==> src/adcsl_pkg.sv <==
package adcsl_pkg;
	// register port
	localparam int          ADDR_W       = 8;
	localparam int          DATA_W       = 32;
	localparam logic [7:0]  OFS_CTRL     = 8'h00;
	localparam logic [7:0]  OFS_STATUS   = 8'h04;
	localparam logic [7:0]  OFS_IRQ_STAT = 8'h08;
	localparam logic [7:0]  OFS_IRQ_CLR  = 8'h0c;
	localparam logic [7:0]  OFS_IRQ_EN   = 8'h10;
	// control word fields
	localparam int          CTRL_W       = 2;
	localparam int          CTRL_SEQ_BIT = 0;
	localparam int          CTRL_FUNC_BIT = 1;
	localparam logic [1:0]  CTRL_RST     = 2'h0;
	// event bits
	localparam int          IRQ_W        = 3;
	localparam int          IRQ_DONE_BIT = 0;
	localparam int          IRQ_PAIR_BIT = 1;
	localparam int          IRQ_FRAME_BIT = 2;
	localparam logic [2:0]  IRQ_RST      = 3'h0;
	// conversion data
	localparam int          CH_W         = 16;
	localparam int          RES_W        = 6 * CH_W;
	localparam logic [1:0]  LAST_PAIR    = 2'h2;
	localparam int          NUM_LANES    = 3;
	// timing
	localparam int          MCLK_NS      = 40;
	localparam int          CCLK_NS      = 40;
	localparam int          CCLK_CYCLES  = (CCLK_NS / MCLK_NS < 1) ? 1 :
	                                       CCLK_NS / MCLK_NS;
	localparam int          PAIR_CCLKS   = 16;
	localparam int          PAIR_CYCLES  = PAIR_CCLKS * CCLK_CYCLES;
	localparam int          CNT_W        = 8;
	// synchroniser bit positions
	localparam int          SYNC_W       = 10;
	localparam int          IX_SEL_A     = 0;
	localparam int          IX_SEL_B     = 1;
	localparam int          IX_SEL_C     = 2;
	localparam int          IX_CIN_A     = 3;
	localparam int          IX_CHAIN_EN  = 6;
	localparam int          IX_SCLK      = 7;
	localparam int          IX_FS        = 8;
	localparam int          IX_CONV      = 9;
	localparam logic [9:0]  SYNC_RST     = 10'h100;

	typedef enum logic [2:0] {
		ST_IDLE = 3'b001,
		ST_CONV = 3'b010,
		ST_GAP  = 3'b100
	} adcsl_state_e;
endpackage

==> src/adcsl_lane_if.sv <==
`timescale 1ns/1ps
interface adcsl_lane_if
	import adcsl_pkg::*;
#(
	parameter int WORD_W = RES_W
) ();
	logic              load;
	logic              shift;
	logic              chain_en;
	logic              chain_in;
	logic [WORD_W-1:0] word;
	logic              sout;

	modport lane (
		input  load,
		input  shift,
		input  chain_en,
		input  chain_in,
		input  word,
		output sout
	);
	modport ctrl (
		output load,
		output shift,
		output chain_en,
		output chain_in,
		output word,
		input  sout
	);
endinterface

==> src/adcsl_ctrl.sv <==
`timescale 1ns/1ps
// What this block does
// - chain enable shifts chain input A into lane A
// - chain inputs B, C need enable and lane select
// - lane C driven only while its select is high
// - lane B driven only while its select is high
// - lane A driven while select high, else disabled
// - busy mode: status high for whole conversion
// - sequential mode: status rises at conversion start
// - sequential: one conversion clock low per pair
// - function bit set: status rises after completion
// - interrupt mode: first data read clears status
// - chain enable makes pin A a chain input, pins B and C only when their lane is selected
// - deselected lanes append their pair data onward
module adcsl_ctrl
	import adcsl_pkg::*;
(
	input  wire logic              mclk,
	input  wire logic              sys_rst,
	input  wire logic [ADDR_W-1:0] reg_addr,
	input  wire logic [DATA_W-1:0] reg_wdata,
	input  wire logic              reg_wr,
	input  wire logic              reg_rd,
	output logic      [DATA_W-1:0] reg_rdata,
	output logic                   irq,
	input  wire logic              sclk,
	input  wire logic              frame_sync_n,
	input  wire logic              conv_start,
	input  wire logic              chain_mode_enable,
	input  wire logic              chain_in_lane_a,
	input  wire logic              chain_in_lane_b,
	input  wire logic              chain_in_lane_c,
	input  wire logic              lane_sel_a,
	input  wire logic              lane_sel_b,
	input  wire logic              lane_sel_c,
	input  wire logic [RES_W-1:0]  adc_result,
	output logic                   serial_out_lane_a,
	output logic                   serial_out_lane_b,
	output logic                   serial_out_lane_c,
	output logic                   serial_out_lane_a_oe,
	output logic                   serial_out_lane_b_oe,
	output logic                   serial_out_lane_c_oe,
	output logic                   status_pin
);
	logic [SYNC_W-1:0]    pin_vec;
	logic [SYNC_W-1:0]    sync1_reg;
	logic [SYNC_W-1:0]    sync2_reg;
	logic [SYNC_W-1:0]    sync3_reg;
	logic                 sclk_rise;
	logic                 fs_fall;
	logic                 frame_on;
	logic                 start_rise;
	logic                 sel_b_s;
	logic                 sel_c_s;
	logic                 chain_s;
	logic [CTRL_W-1:0]    ctrl_reg;
	logic [IRQ_W-1:0]     irq_en_reg;
	logic [IRQ_W-1:0]     irq_stat_reg;
	logic [IRQ_W-1:0]     irq_set;
	logic [IRQ_W-1:0]     irq_clr;
	logic [DATA_W-1:0]    rdata_reg;
	logic                 irq_reg;
	adcsl_state_e         state_reg;
	adcsl_state_e         state_next;
	logic [CNT_W-1:0]     count_reg;
	logic [CNT_W-1:0]     count_next;
	logic [1:0]           pair_reg;
	logic [1:0]           pair_next;
	logic                 seq_run_reg;
	logic                 conv_done;
	logic                 pair_done;
	logic                 int_pend_reg;
	logic                 int_pend_next;
	logic                 status_reg;
	logic                 status_next;
	logic [RES_W-1:0]     result_reg;
	logic [NUM_LANES-1:0] oe_reg;
	logic [NUM_LANES-1:0] chain_en;
	logic                 func_bit;

	if (CCLK_CYCLES > PAIR_CYCLES || PAIR_CYCLES >= (1 << CNT_W))
	begin : g_bad_timing
		$error("conversion timing does not fit the counter");
	end

	// builds the bit stream of one lane, first bit in the top position
	function automatic logic [RES_W-1:0] lane_word(
		input logic [RES_W-1:0] r,
		input logic [1:0]       lane,
		input logic             sb,
		input logic             sc
	);
		logic [2*CH_W-1:0] pa;
		logic [2*CH_W-1:0] pb;
		logic [2*CH_W-1:0] pc;
		pa = r[RES_W-1 -: 2*CH_W];
		pb = r[4*CH_W-1 -: 2*CH_W];
		pc = r[2*CH_W-1:0];
		lane_word = '0;
		if (lane == 2'h0) begin
			if (!sb && !sc) begin
				lane_word = {pa, pb, pc};
			end else if (!sb) begin
				lane_word = {pa, pb, {(2*CH_W){1'b0}}};
			end else if (!sc) begin
				lane_word = {pa, pc[2*CH_W-1 -: CH_W], {(3*CH_W){1'b0}}};
			end else begin
				lane_word = {pa, {(4*CH_W){1'b0}}};
			end
		end else if (lane == 2'h1) begin
			if (!sc) begin
				lane_word = {pb, pc[CH_W-1:0], {(3*CH_W){1'b0}}};
			end else begin
				lane_word = {pb, {(4*CH_W){1'b0}}};
			end
		end else begin
			lane_word = {pc, {(4*CH_W){1'b0}}};
		end
	endfunction

	// pin synchroniser; third stage only serves edge detection
	assign pin_vec = {conv_start, frame_sync_n, sclk, chain_mode_enable,
	                  chain_in_lane_c, chain_in_lane_b, chain_in_lane_a,
	                  lane_sel_c, lane_sel_b, lane_sel_a};

	always_ff @(posedge mclk) begin
		if (sys_rst) begin
			sync1_reg <= SYNC_RST;
			sync2_reg <= SYNC_RST;
			sync3_reg <= SYNC_RST;
		end else begin
			sync1_reg <= pin_vec;
			sync2_reg <= sync1_reg;
			sync3_reg <= sync2_reg;
		end
	end

	assign sclk_rise  = sync2_reg[IX_SCLK] & ~sync3_reg[IX_SCLK];
	assign fs_fall    = ~sync2_reg[IX_FS] & sync3_reg[IX_FS];
	assign frame_on   = ~sync2_reg[IX_FS];
	assign start_rise = sync2_reg[IX_CONV] & ~sync3_reg[IX_CONV];
	assign sel_b_s    = sync2_reg[IX_SEL_B];
	assign sel_c_s    = sync2_reg[IX_SEL_C];
	assign chain_s    = sync2_reg[IX_CHAIN_EN];
	assign func_bit   = ctrl_reg[CTRL_FUNC_BIT];

	// register writes
	always_ff @(posedge mclk) begin
		if (sys_rst) begin
			ctrl_reg <= CTRL_RST;
		end else if (reg_wr && reg_addr == OFS_CTRL) begin
			ctrl_reg <= reg_wdata[CTRL_W-1:0];
		end
	end

	always_ff @(posedge mclk) begin
		if (sys_rst) begin
			irq_en_reg <= IRQ_RST;
		end else if (reg_wr && reg_addr == OFS_IRQ_EN) begin
			irq_en_reg <= reg_wdata[IRQ_W-1:0];
		end
	end

	// sticky events, a new event beats a clear in the same cycle
	assign irq_set = {fs_fall, pair_done, conv_done};
	assign irq_clr = (reg_wr && reg_addr == OFS_IRQ_CLR) ?
	                 reg_wdata[IRQ_W-1:0] : IRQ_RST;

	always_ff @(posedge mclk) begin
		if (sys_rst) begin
			irq_stat_reg <= IRQ_RST;
			irq_reg      <= 1'b0;
		end else begin
			irq_stat_reg <= (irq_stat_reg & ~irq_clr) | irq_set;
			irq_reg      <= |(irq_stat_reg & irq_en_reg);
		end
	end

	// read data valid only in the cycle after the strobe
	always_ff @(posedge mclk) begin
		if (sys_rst || !reg_rd) begin
			rdata_reg <= '0;
		end else begin
			unique case (reg_addr)
			OFS_CTRL: begin
				rdata_reg <= {{(DATA_W-CTRL_W){1'b0}}, ctrl_reg};
			end
			OFS_STATUS: begin
				rdata_reg <= {{(DATA_W-10){1'b0}}, sync2_reg[IX_CHAIN_EN],
				              sync2_reg[IX_SEL_C:IX_SEL_A], status_reg,
				              int_pend_reg, frame_on, pair_reg,
				              state_reg != ST_IDLE};
			end
			OFS_IRQ_STAT: begin
				rdata_reg <= {{(DATA_W-IRQ_W){1'b0}}, irq_stat_reg};
			end
			OFS_IRQ_EN: begin
				rdata_reg <= {{(DATA_W-IRQ_W){1'b0}}, irq_en_reg};
			end
			default: begin
				rdata_reg <= '0;
			end
			endcase
		end
	end

	// conversion sequencer
	always_comb begin
		state_next = state_reg;
		count_next = count_reg;
		pair_next  = pair_reg;
		conv_done  = 1'b0;
		pair_done  = 1'b0;
		unique case (state_reg)
		ST_IDLE: begin
			if (start_rise) begin
				state_next = ST_CONV;
				count_next = '0;
				pair_next  = '0;
			end
		end
		ST_CONV: begin
			if (count_reg == CNT_W'(PAIR_CYCLES - 1)) begin
				count_next = '0;
				pair_done  = seq_run_reg;
				if (!seq_run_reg || pair_reg == LAST_PAIR) begin
					state_next = ST_IDLE;
					conv_done  = 1'b1;
				end else begin
					state_next = ST_GAP;
					pair_next  = pair_reg + 2'h1;
				end
			end else begin
				count_next = count_reg + CNT_W'(1);
			end
		end
		ST_GAP: begin
			if (count_reg == CNT_W'(CCLK_CYCLES - 1)) begin
				state_next = ST_CONV;
				count_next = '0;
			end else begin
				count_next = count_reg + CNT_W'(1);
			end
		end
		default: begin
			state_next = ST_IDLE;
			count_next = '0;
			pair_next  = '0;
		end
		endcase
	end

	always_ff @(posedge mclk) begin
		if (sys_rst) begin
			state_reg <= ST_IDLE;
			count_reg <= '0;
			pair_reg  <= '0;
		end else begin
			state_reg <= state_next;
			count_reg <= count_next;
			pair_reg  <= pair_next;
		end
	end

	// mode is frozen for the length of one conversion
	always_ff @(posedge mclk) begin
		if (sys_rst) begin
			seq_run_reg <= 1'b0;
		end else if (state_reg == ST_IDLE && start_rise) begin
			seq_run_reg <= ctrl_reg[CTRL_SEQ_BIT];
		end
	end

	always_ff @(posedge mclk) begin
		if (sys_rst) begin
			result_reg <= '0;
		end else if (conv_done) begin
			result_reg <= adc_result;
		end
	end

	// status pin: busy or interrupt; completion beats a read in one cycle
	assign int_pend_next = conv_done | (int_pend_reg & ~fs_fall);
	assign status_next   = func_bit ? int_pend_next :
	                       (state_next == ST_CONV);

	always_ff @(posedge mclk) begin
		if (sys_rst) begin
			int_pend_reg <= 1'b0;
			status_reg   <= 1'b0;
		end else begin
			int_pend_reg <= int_pend_next;
			status_reg   <= status_next;
		end
	end

	// lane drivers follow their select pins; lane A select held by host
	always_ff @(posedge mclk) begin
		if (sys_rst) begin
			oe_reg <= '0;
		end else begin
			oe_reg <= sync2_reg[IX_SEL_C:IX_SEL_A];
		end
	end

	assign chain_en[0] = chain_s;
	assign chain_en[1] = chain_s & sel_b_s;
	assign chain_en[2] = chain_s & sel_c_s;

	adcsl_lane_if #(.WORD_W(RES_W)) lane_bus [NUM_LANES] ();

	for (genvar g = 0; g < NUM_LANES; g++) begin : g_lane
		assign lane_bus[g].load     = fs_fall;
		assign lane_bus[g].shift    = sclk_rise & frame_on;
		assign lane_bus[g].chain_en = chain_en[g];
		assign lane_bus[g].chain_in = sync2_reg[IX_CIN_A + g];
		assign lane_bus[g].word     = lane_word(result_reg, 2'(g),
		                                        sel_b_s, sel_c_s);

		adcsl_lane #(
			.WORD_W (RES_W)
		) u_lane (
			.mclk    (mclk),
			.sys_rst (sys_rst),
			.bus     (lane_bus[g])
		);
	end

	assign reg_rdata            = rdata_reg;
	assign irq                  = irq_reg;
	assign serial_out_lane_a    = lane_bus[0].sout;
	assign serial_out_lane_b    = lane_bus[1].sout;
	assign serial_out_lane_c    = lane_bus[2].sout;
	assign serial_out_lane_a_oe = oe_reg[0];
	assign serial_out_lane_b_oe = oe_reg[1];
	assign serial_out_lane_c_oe = oe_reg[2];
	assign status_pin           = status_reg;
endmodule

==> src/adcsl_lane.sv <==
`timescale 1ns/1ps
module adcsl_lane
	import adcsl_pkg::*;
#(
	parameter int WORD_W = RES_W
) (
	input wire logic   mclk,
	input wire logic   sys_rst,
	adcsl_lane_if.lane bus
);
	logic [WORD_W-1:0] shift_reg;

	if (WORD_W < 2 * CH_W) begin : g_bad_width
		$error("lane word must hold at least one channel pair");
	end

	// load wins over shift; chain bits enter behind the own data
	always_ff @(posedge mclk) begin
		if (sys_rst) begin
			shift_reg <= '0;
		end else if (bus.load) begin
			shift_reg <= bus.word;
		end else if (bus.shift) begin
			shift_reg <= {shift_reg[WORD_W-2:0],
			              bus.chain_en & bus.chain_in};
		end
	end

	assign bus.sout = shift_reg[WORD_W-1];
endmodule

==> config.mk <==
export PLATFORM = sky130hd
export DESIGN_NAME = adcsl_ctrl
export DESIGN_NICKNAME = d
export VERILOG_FILES = /design/src/adcsl_pkg.sv /design/src/adcsl_lane_if.sv /design/src/adcsl_ctrl.sv /design/src/adcsl_lane.sv
export SDC_FILE = /design/constraint.sdc
export NUM_CORES = 1
export LEC_CHECK = 0
export ABC_CLOCK_PERIOD_IN_PS = 2400
export BUFFER_PORTS_ARGS = -buffer_cell sky130_fd_sc_hd__buf_2
export CAP_MARGIN = 20
export CORE_MARGIN = 3
export CORE_UTILIZATION = 35
export CTS_BUF_LIST = sky130_fd_sc_hd__clkbuf_16
export CTS_CLUSTER_DIAMETER = 100
export CTS_CLUSTER_SIZE = 20
export DETAILED_ROUTE_END_ITERATION = 10
export SYNTH_ARGS = -nofsm -noshare
export SYNTH_HDL_FRONTEND = slang
export SYNTH_SLANG_ARGS = --single-unit
==> constraint.sdc <==
create_clock -name mclk -period 2.4 [get_ports mclk]
set_input_delay 0.48 -clock mclk [delete_from_list [all_inputs] [get_ports mclk]]
set_output_delay 0.48 -clock mclk [all_outputs]
set_load 0.02 [all_outputs]
==> impl_metrics.yaml, run 1 <==
run_status:
  status: "completed"
pwr:
  power_switching_mw: 2.95
  power_frac_clock_pct: 34.4
  switching_share_pct: 23.1
  internal_power_mw: 9.83
  power_mw: 12.8
  ir_drop_v: 0.000491
  p_comb_share_pct: 5.9
  pwr-share-seq_pct: 59.7
  power_density_mw_per_mm2: 660
  p_leak_nw: 6.69
final_layout:
  largest_register_ffs: 288
  design_area_mm2: 0.0194
  drive_gt1_share_pct: 10.8
  fin_nets: 2337
  insertedDiodeCount: 0
  syn_to_final_growth_pct: 11.6
  fill_cells: 4934
  fin_cells: 2841
setup_path:
  critical_path_required_ps: 2870
  endpoint_kind: "register"
  critPathLaunch: "count_reg[0]$_SDFFE_PP0N_"
  startpoint_type: "register"
  worstPathArrival_ps: 2570
  critPathKind: "register to register"
  r2r_start: "count_reg[0]$_SDFFE_PP0N_"
  cp_max_fo: 31
clock_network:
  clockRootBuffer: "clkbuf_16"
  clock_sinks: 445
  htreeDepth: 1
  post_cts_resized: 0
  post_cts_buffers: 0
  clk_pin_slew_ps: 80
  clk_latency_ps: 560
  cts_buffers: 26
  cts_tree: "yes"
  cts_hold_buf: 0
  clockBufferDepth: 3
global_routing:
  grt_max_degree: 205
  met1_usage_pct: 20.7
  busiest_layer: "met2"
  grt_pass1_vias: 13400
  antenna_found_initial: 2
  global_route.usage.met3_pct: 2.12
  grt_pass1_wl_um: 67200
  grtUsageTotal_pct: 14.8
  gr-usage-met2_pct: 24.2
  gr-total-overflow: 0
synthesis:
  synth_top_area_share_pct: 51.4
  synthesis.area_mm2: 0.0173
  synthArstFlopShare_pct: 0
  synth_top_area_cell: "dfxtp_1"
  ys_ff_latch: 445
  ys_seq_area_share_pct: 51.4
  syn_inst: 2155
  yosys-top-cells-area: "dfxtp_1 51%, nand2_1 14%, a21oi_1 6.9%"
  dominantRegCellSynth: "dfxtp_1"
  ys_types: 61
  avgSynthCellArea_um2: 8.05
  synth_edf_count: 0
  yosys_warnings: 0
route:
  ant_nets: 0
  wl_um: 40300
  wl_per_cell_um: 14.2
  firstDrtPassIters: 5
  first_iter_violations: 1059
  vias: 14300
  drc: 0
  viasPerCell: 5.05
die:
  io_pins: 190
  die_h_um: 229
  die_w_um: 229
  initial_utilization_pct: 35.9
  coreArea_mm2: 0.0483
  rows: 80
  die_area_mm2: 0.0523
placement:
  place_hpwl_um: 24900
  port_buffers: 138
  gp_congestion: 0.798
  place_area_mm2: 0.0187
  dpl.cell_count: 2812
timing:
  slew_violations: 0
  clock.fmax_mhz: 475
  setup_tns_ps: 0
  rsz0062_at_grt: "no"
  skew_ps: 16.7
  finalHoldViolCount: 0
  tightest_slew_ps: 967
  relSlewSlack_pct: 35.5
  setup_viol: 0
  min_period_ps: 2110
  finalCritPeriodShare_pct: 87.8
worst_hold_path:
  hp-start: "frame_sync_n"
  holdCritPathClass: "primary input to register"
run:
  max-cap-violations: 0
synthesized netlist by cell type (all sizes together) (2+ instances only):
| cell type | instances |
|---|---|
| a22oi | 2 |
| a311o | 9 |
| nand2 | 659 |
| nand3b | 3 |
| nor4 | 4 |
| and3 | 20 |
| o21ai | 37 |
| o211ai | 14 |
| a311oi | 111 |
| or2 | 5 |
| and2 | 9 |
| a221oi | 16 |
| o21a | 2 |
| or3 | 2 |
| nor2 | 160 |
| inv | 6 |
| buf | 71 |
| nor2b | 45 |
| xor2 | 2 |
| or4 | 2 |
| a211oi | 34 |
| nand2b | 7 |
| dfxtp | 445 |
| or3b | 2 |
| mux2i | 7 |
| a21oi | 240 |
| nor3b | 20 |
| ha | 3 |
| clkbuf | 132 |
| nand4 | 4 |
| o32ai | 2 |
| nor3 | 53 |
| nand3 | 5 |
layout by cell type, fill, tap and decap left out, drive strengths merged, types with 4 or more instances in the layout:
cell type	netlist	routed
o21ai	37	37
nor2b	45	45
buf	71	183
inv	6	6
or2	5	5
a311o	9	9
nor3b	20	20
dfxtp	445	445
mux2i	7	7
a311oi	111	111
nand2b	7	7
a211oi	34	34
nand4	4	4
o211ai	14	14
nor2	160	160
nand2	659	659
nand3	5	5
nor4	4	4
a221oi	16	16
and3	20	20
nor3	53	53
and2	9	9
conb	1	22
clkbuf	132	27
a21oi	240	240
kinds of logic after synthesis:
| family | count (synthesis) | share of synthesized area, % |
|---|---|---|
| xor gates and xnor gates | 3 | 0.151 |
| buffers and inverters | 209 | 5.27 |
| other | 1 | 0.0216 |
| adders and majority gates | 4 | 0.274 |
| DFF | 445 | 51.4 |
| muxes | 8 | 0.469 |
| AOI/OAI and AO/OA | 482 | 18.0 |
| and+or+nand+nor | 1003 | 24.4 |
final cells by class:
class                   count  area [um^2]  share of cell area (%)
clock buffers              27          676                    3.49
clock inverters             2         21.3                   0.110
inverters                   6         22.5                   0.116
multi-input cells        1522         7650                    39.5
flip-flops and latches    445         8910                    46.0
well taps                 656          821                    4.24
repair buffers            183         1250                    6.46
worst max-delay path, cell delays in order, from the launching register on:
cell	delay (ps)
dfxtp_1	400
ha_1	220
and3_1	350
and4_4	580
buf_12	210
nand2_1	70
a21oi_1	140
metal layers:
metal	share of wire, %	vias up
li1	-	7307
met1	48	6716
met2	46	269
met3	4.5	45
met4	1.7	4
met5	0.067	-
power by group through the flow:
| stage | logic, mW | registers (mW) | clock network [mW] |
|---|---|---|---|
| finish | 0.759 | 7.63 | 4.40 |
| CTS | 0.762 | 7.63 | 4.57 |
| global placement | 0.742 | 7.79 | 0 |
| global route | 0.851 | 7.65 | 4.81 |
| floorplan | 0.521 | 7.78 | 0 |
| detailed placement | 0.759 | 7.80 | 0 |
path summary, 6_finish.rpt:
path,cells after the start,to,slack (ps)
worst max-delay path,6,result_reg[54]$_SDFFE_PP0P_,290
worst min-delay path,2,sync1_reg[8]$_SDFF_PP1_,110
worst max register to register,6,result_reg[54]$_SDFFE_PP0P_,290
worst min register to register,1,sync2_reg[8]$_SDFF_PP1_,420
metrics by stage:
| step | utilization [%] | hold slack, ps | setup WS, ps |
|---|---|---|---|
| after floorplan | - | 389 | 482 |
| after detailed placement | 38.6 | 403 | 145 |
| after CTS | 40.0 | 84.4 | 248 |
| final | 40.0 | 106 | 293 |
| after global routing | 40.0 | 91.1 | 61.5 |
| after global placement | 38.6 | 398 | 140 |
No activity file was read; power rests on OpenSTA's default activity.
==> inputs of run 2 (changes only) <==
--- a/config.mk
+++ b/config.mk
@@ -5,7 +5,7 @@
 export SDC_FILE = /design/constraint.sdc
 export NUM_CORES = 1
 export LEC_CHECK = 0
-export ABC_CLOCK_PERIOD_IN_PS = 2400
+export ABC_CLOCK_PERIOD_IN_PS = 2610
 export BUFFER_PORTS_ARGS = -buffer_cell sky130_fd_sc_hd__buf_2
 export CAP_MARGIN = 20
 export CORE_MARGIN = 3
==> constraint.sdc (replaced) <==
create_clock -name mclk -period 2.61 [get_ports mclk]
set_input_delay 0.522 -clock mclk [delete_from_list [all_inputs] [get_ports mclk]]
set_output_delay 0.522 -clock mclk [all_outputs]
set_load 0.02 [all_outputs]
==> run 2 against run 1 <==
Register-to-register slack better by 90 ps. Flip-flop and latch count unchanged. Worst setup slack better by 90 ps. Non-clock buffer count down 12. Sequential share of layout area up 0.36 points. First-iteration DRC count down 8.4%. Largest power group unchanged.
==> impl_metrics.yaml, run 2 (synthesized netlist as in run 1, its figures left out) <==
die:
  rows: 80
  io_pins: 190
  initial_utilization_pct: 35.9
  coreArea_mm2: 0.0483
  die_w_um: 229
  die_h_um: 229
  die_area_mm2: 0.0523
timing:
  setup_ws_ps: 383
  rsz0062_at_grt: "no"
  min_period_ps: 2230
  skew_ps: 13.6
  setup_viol: 0
  relSlewSlack_pct: 35.1
  slew_violations: 0
  finalCritPeriodShare_pct: 85.3
  clock.fmax_mhz: 449
  tightest_slew_ps: 973
  setup_tns_ps: 0
  finalHoldViolCount: 0
pwr:
  power_mw: 11.7
  power_density_mw_per_mm2: 610
  p_leak_nw: 6.61
  ir_drop_v: 0.000410
clock_network:
  htreeDepth: 1
  post_cts_buffers: 0
  clk_pin_slew_ps: 80
  cts_tree: "yes"
  clockBufferDepth: 3
  clockRootBuffer: "clkbuf_16"
  post_cts_resized: 0
  cts_hold_buf: 0
  clock_sinks: 445
  cts_buffers: 26
  clk_latency_ps: 560
final_layout:
  largest_register_ffs: 288
  final_cell_mix: "658 x nand2_1, 444 x dfxtp_1, 240 x a21oi_1"
  final_common_cell: "nand2_1"
  fin_cells: 2830
  syn_to_final_growth_pct: 10.7
  drive_gt1_share_pct: 10.3
  fin_nets: 2325
  fin_util_pct: 39.7
run:
  max-cap-violations: 0
route:
  first_iter_violations: 970
  wl_per_cell_um: 14.1
  ant_nets: 0
  wl_um: 39900
  firstDrtPassIters: 10
  viasPerCell: 5.06
  drc: 0
  vias: 14300
setup_path:
  critical_path_required_ps: 3090
  cp_max_fo: 83
  critPathKind: "register to register"
  path_buf_inv: 1
  worstPathCellList: "ha_1 -> and3_1 -> nand4_1 -> buf_4 -> nand2_1 -> a21oi_1"
  startpoint_type: "register"
  critical_path.max_stage_delay_ps: 710
  worstPathArrival_ps: 2710
  endpoint_kind: "register"
  crit_path_top_delay_cell: "buf_4"
  critical-path-top-delay-family: "buffers and inverters"
placement:
  dpl_worst_slack_ps: 247
  port_buffers: 138
  place_hpwl_um: 24700
  dpl.cell_count: 2800
  gp_congestion: 0.782
global_routing:
  grt_pass1_wl_um: 66400
  grt_max_degree: 209
  grtUsageTotal_pct: 14.6
  grt_pass1_vias: 13400
  gr-total-overflow: 0
  antenna_found_initial: 3
worst_hold_path:
  holdCritPathClass: "primary input to register"
run_status:
  status: "completed"
[run 2: final cells by class]
cell class / count / area [um^2]
diodes: 1 / 2.50
clock buffers: 27 / 676
clock inverters: 2 / 20.0
fillers: 4947 / 29100
inverters: 6 / 22.5
multi-input cells: 1522 / 7650
flip-flops and latches: 445 / 8910
well taps: 656 / 821
repair buffers: 171 / 1100
[run 2: per-layer routing]
metal	global-route usage (%)	share of wire, %
met2	24.1	46
met5	0	0.068
met4	3.28	1.5
met1	20.3	48
met3	2.18	4.7
[run 2: final timing paths]
kind | from | to | slack (ps) | depth (start not counted)
max | count_reg[0]$_SDFFE_PP0N_ | result_reg[62]$_SDFFE_PP0P_ | 380 | 6
min | frame_sync_n | sync1_reg[8]$_SDFF_PP1_ | 150 | 2
max reg2reg | count_reg[0]$_SDFFE_PP0N_ | result_reg[62]$_SDFFE_PP0P_ | 380 | 6
min reg2reg | sync1_reg[8]$_SDFF_PP1_ | sync2_reg[8]$_SDFF_PP1_ | 420 | 1
[run 2: through the flow]
stage / hold slack (ps) / area [um^2]
floorplan: 389 / 17400
global placement: 395 / 18500
detailed placement: 399 / 18500
CTS: 116 / 19200
global route: 128 / 19200
finish: 149 / 19200
[run 2: worst reg2reg max path: cells and delay by family (launching register included)]
| family | cells | cell delay, ps |
|---|---|---|
| AOI/OAI and AO/OA | 1 | 170 |
| DFF | 1 | 350 |
| adders and majority gates | 1 | 240 |
| and+or+nand+nor | 3 | 690 |
| buffers and inverters | 1 | 710 |
[run 2: power breakdown]
part	internal [mW]	total, mW	switching [mW]	leakage (nW)
combinational	0.246	0.677	0.431	2.66
clock	1.85	4.02	2.17	0.345
sequential	6.93	7.02	0.0823	3.61
total	9.03	11.7	2.69	6.61
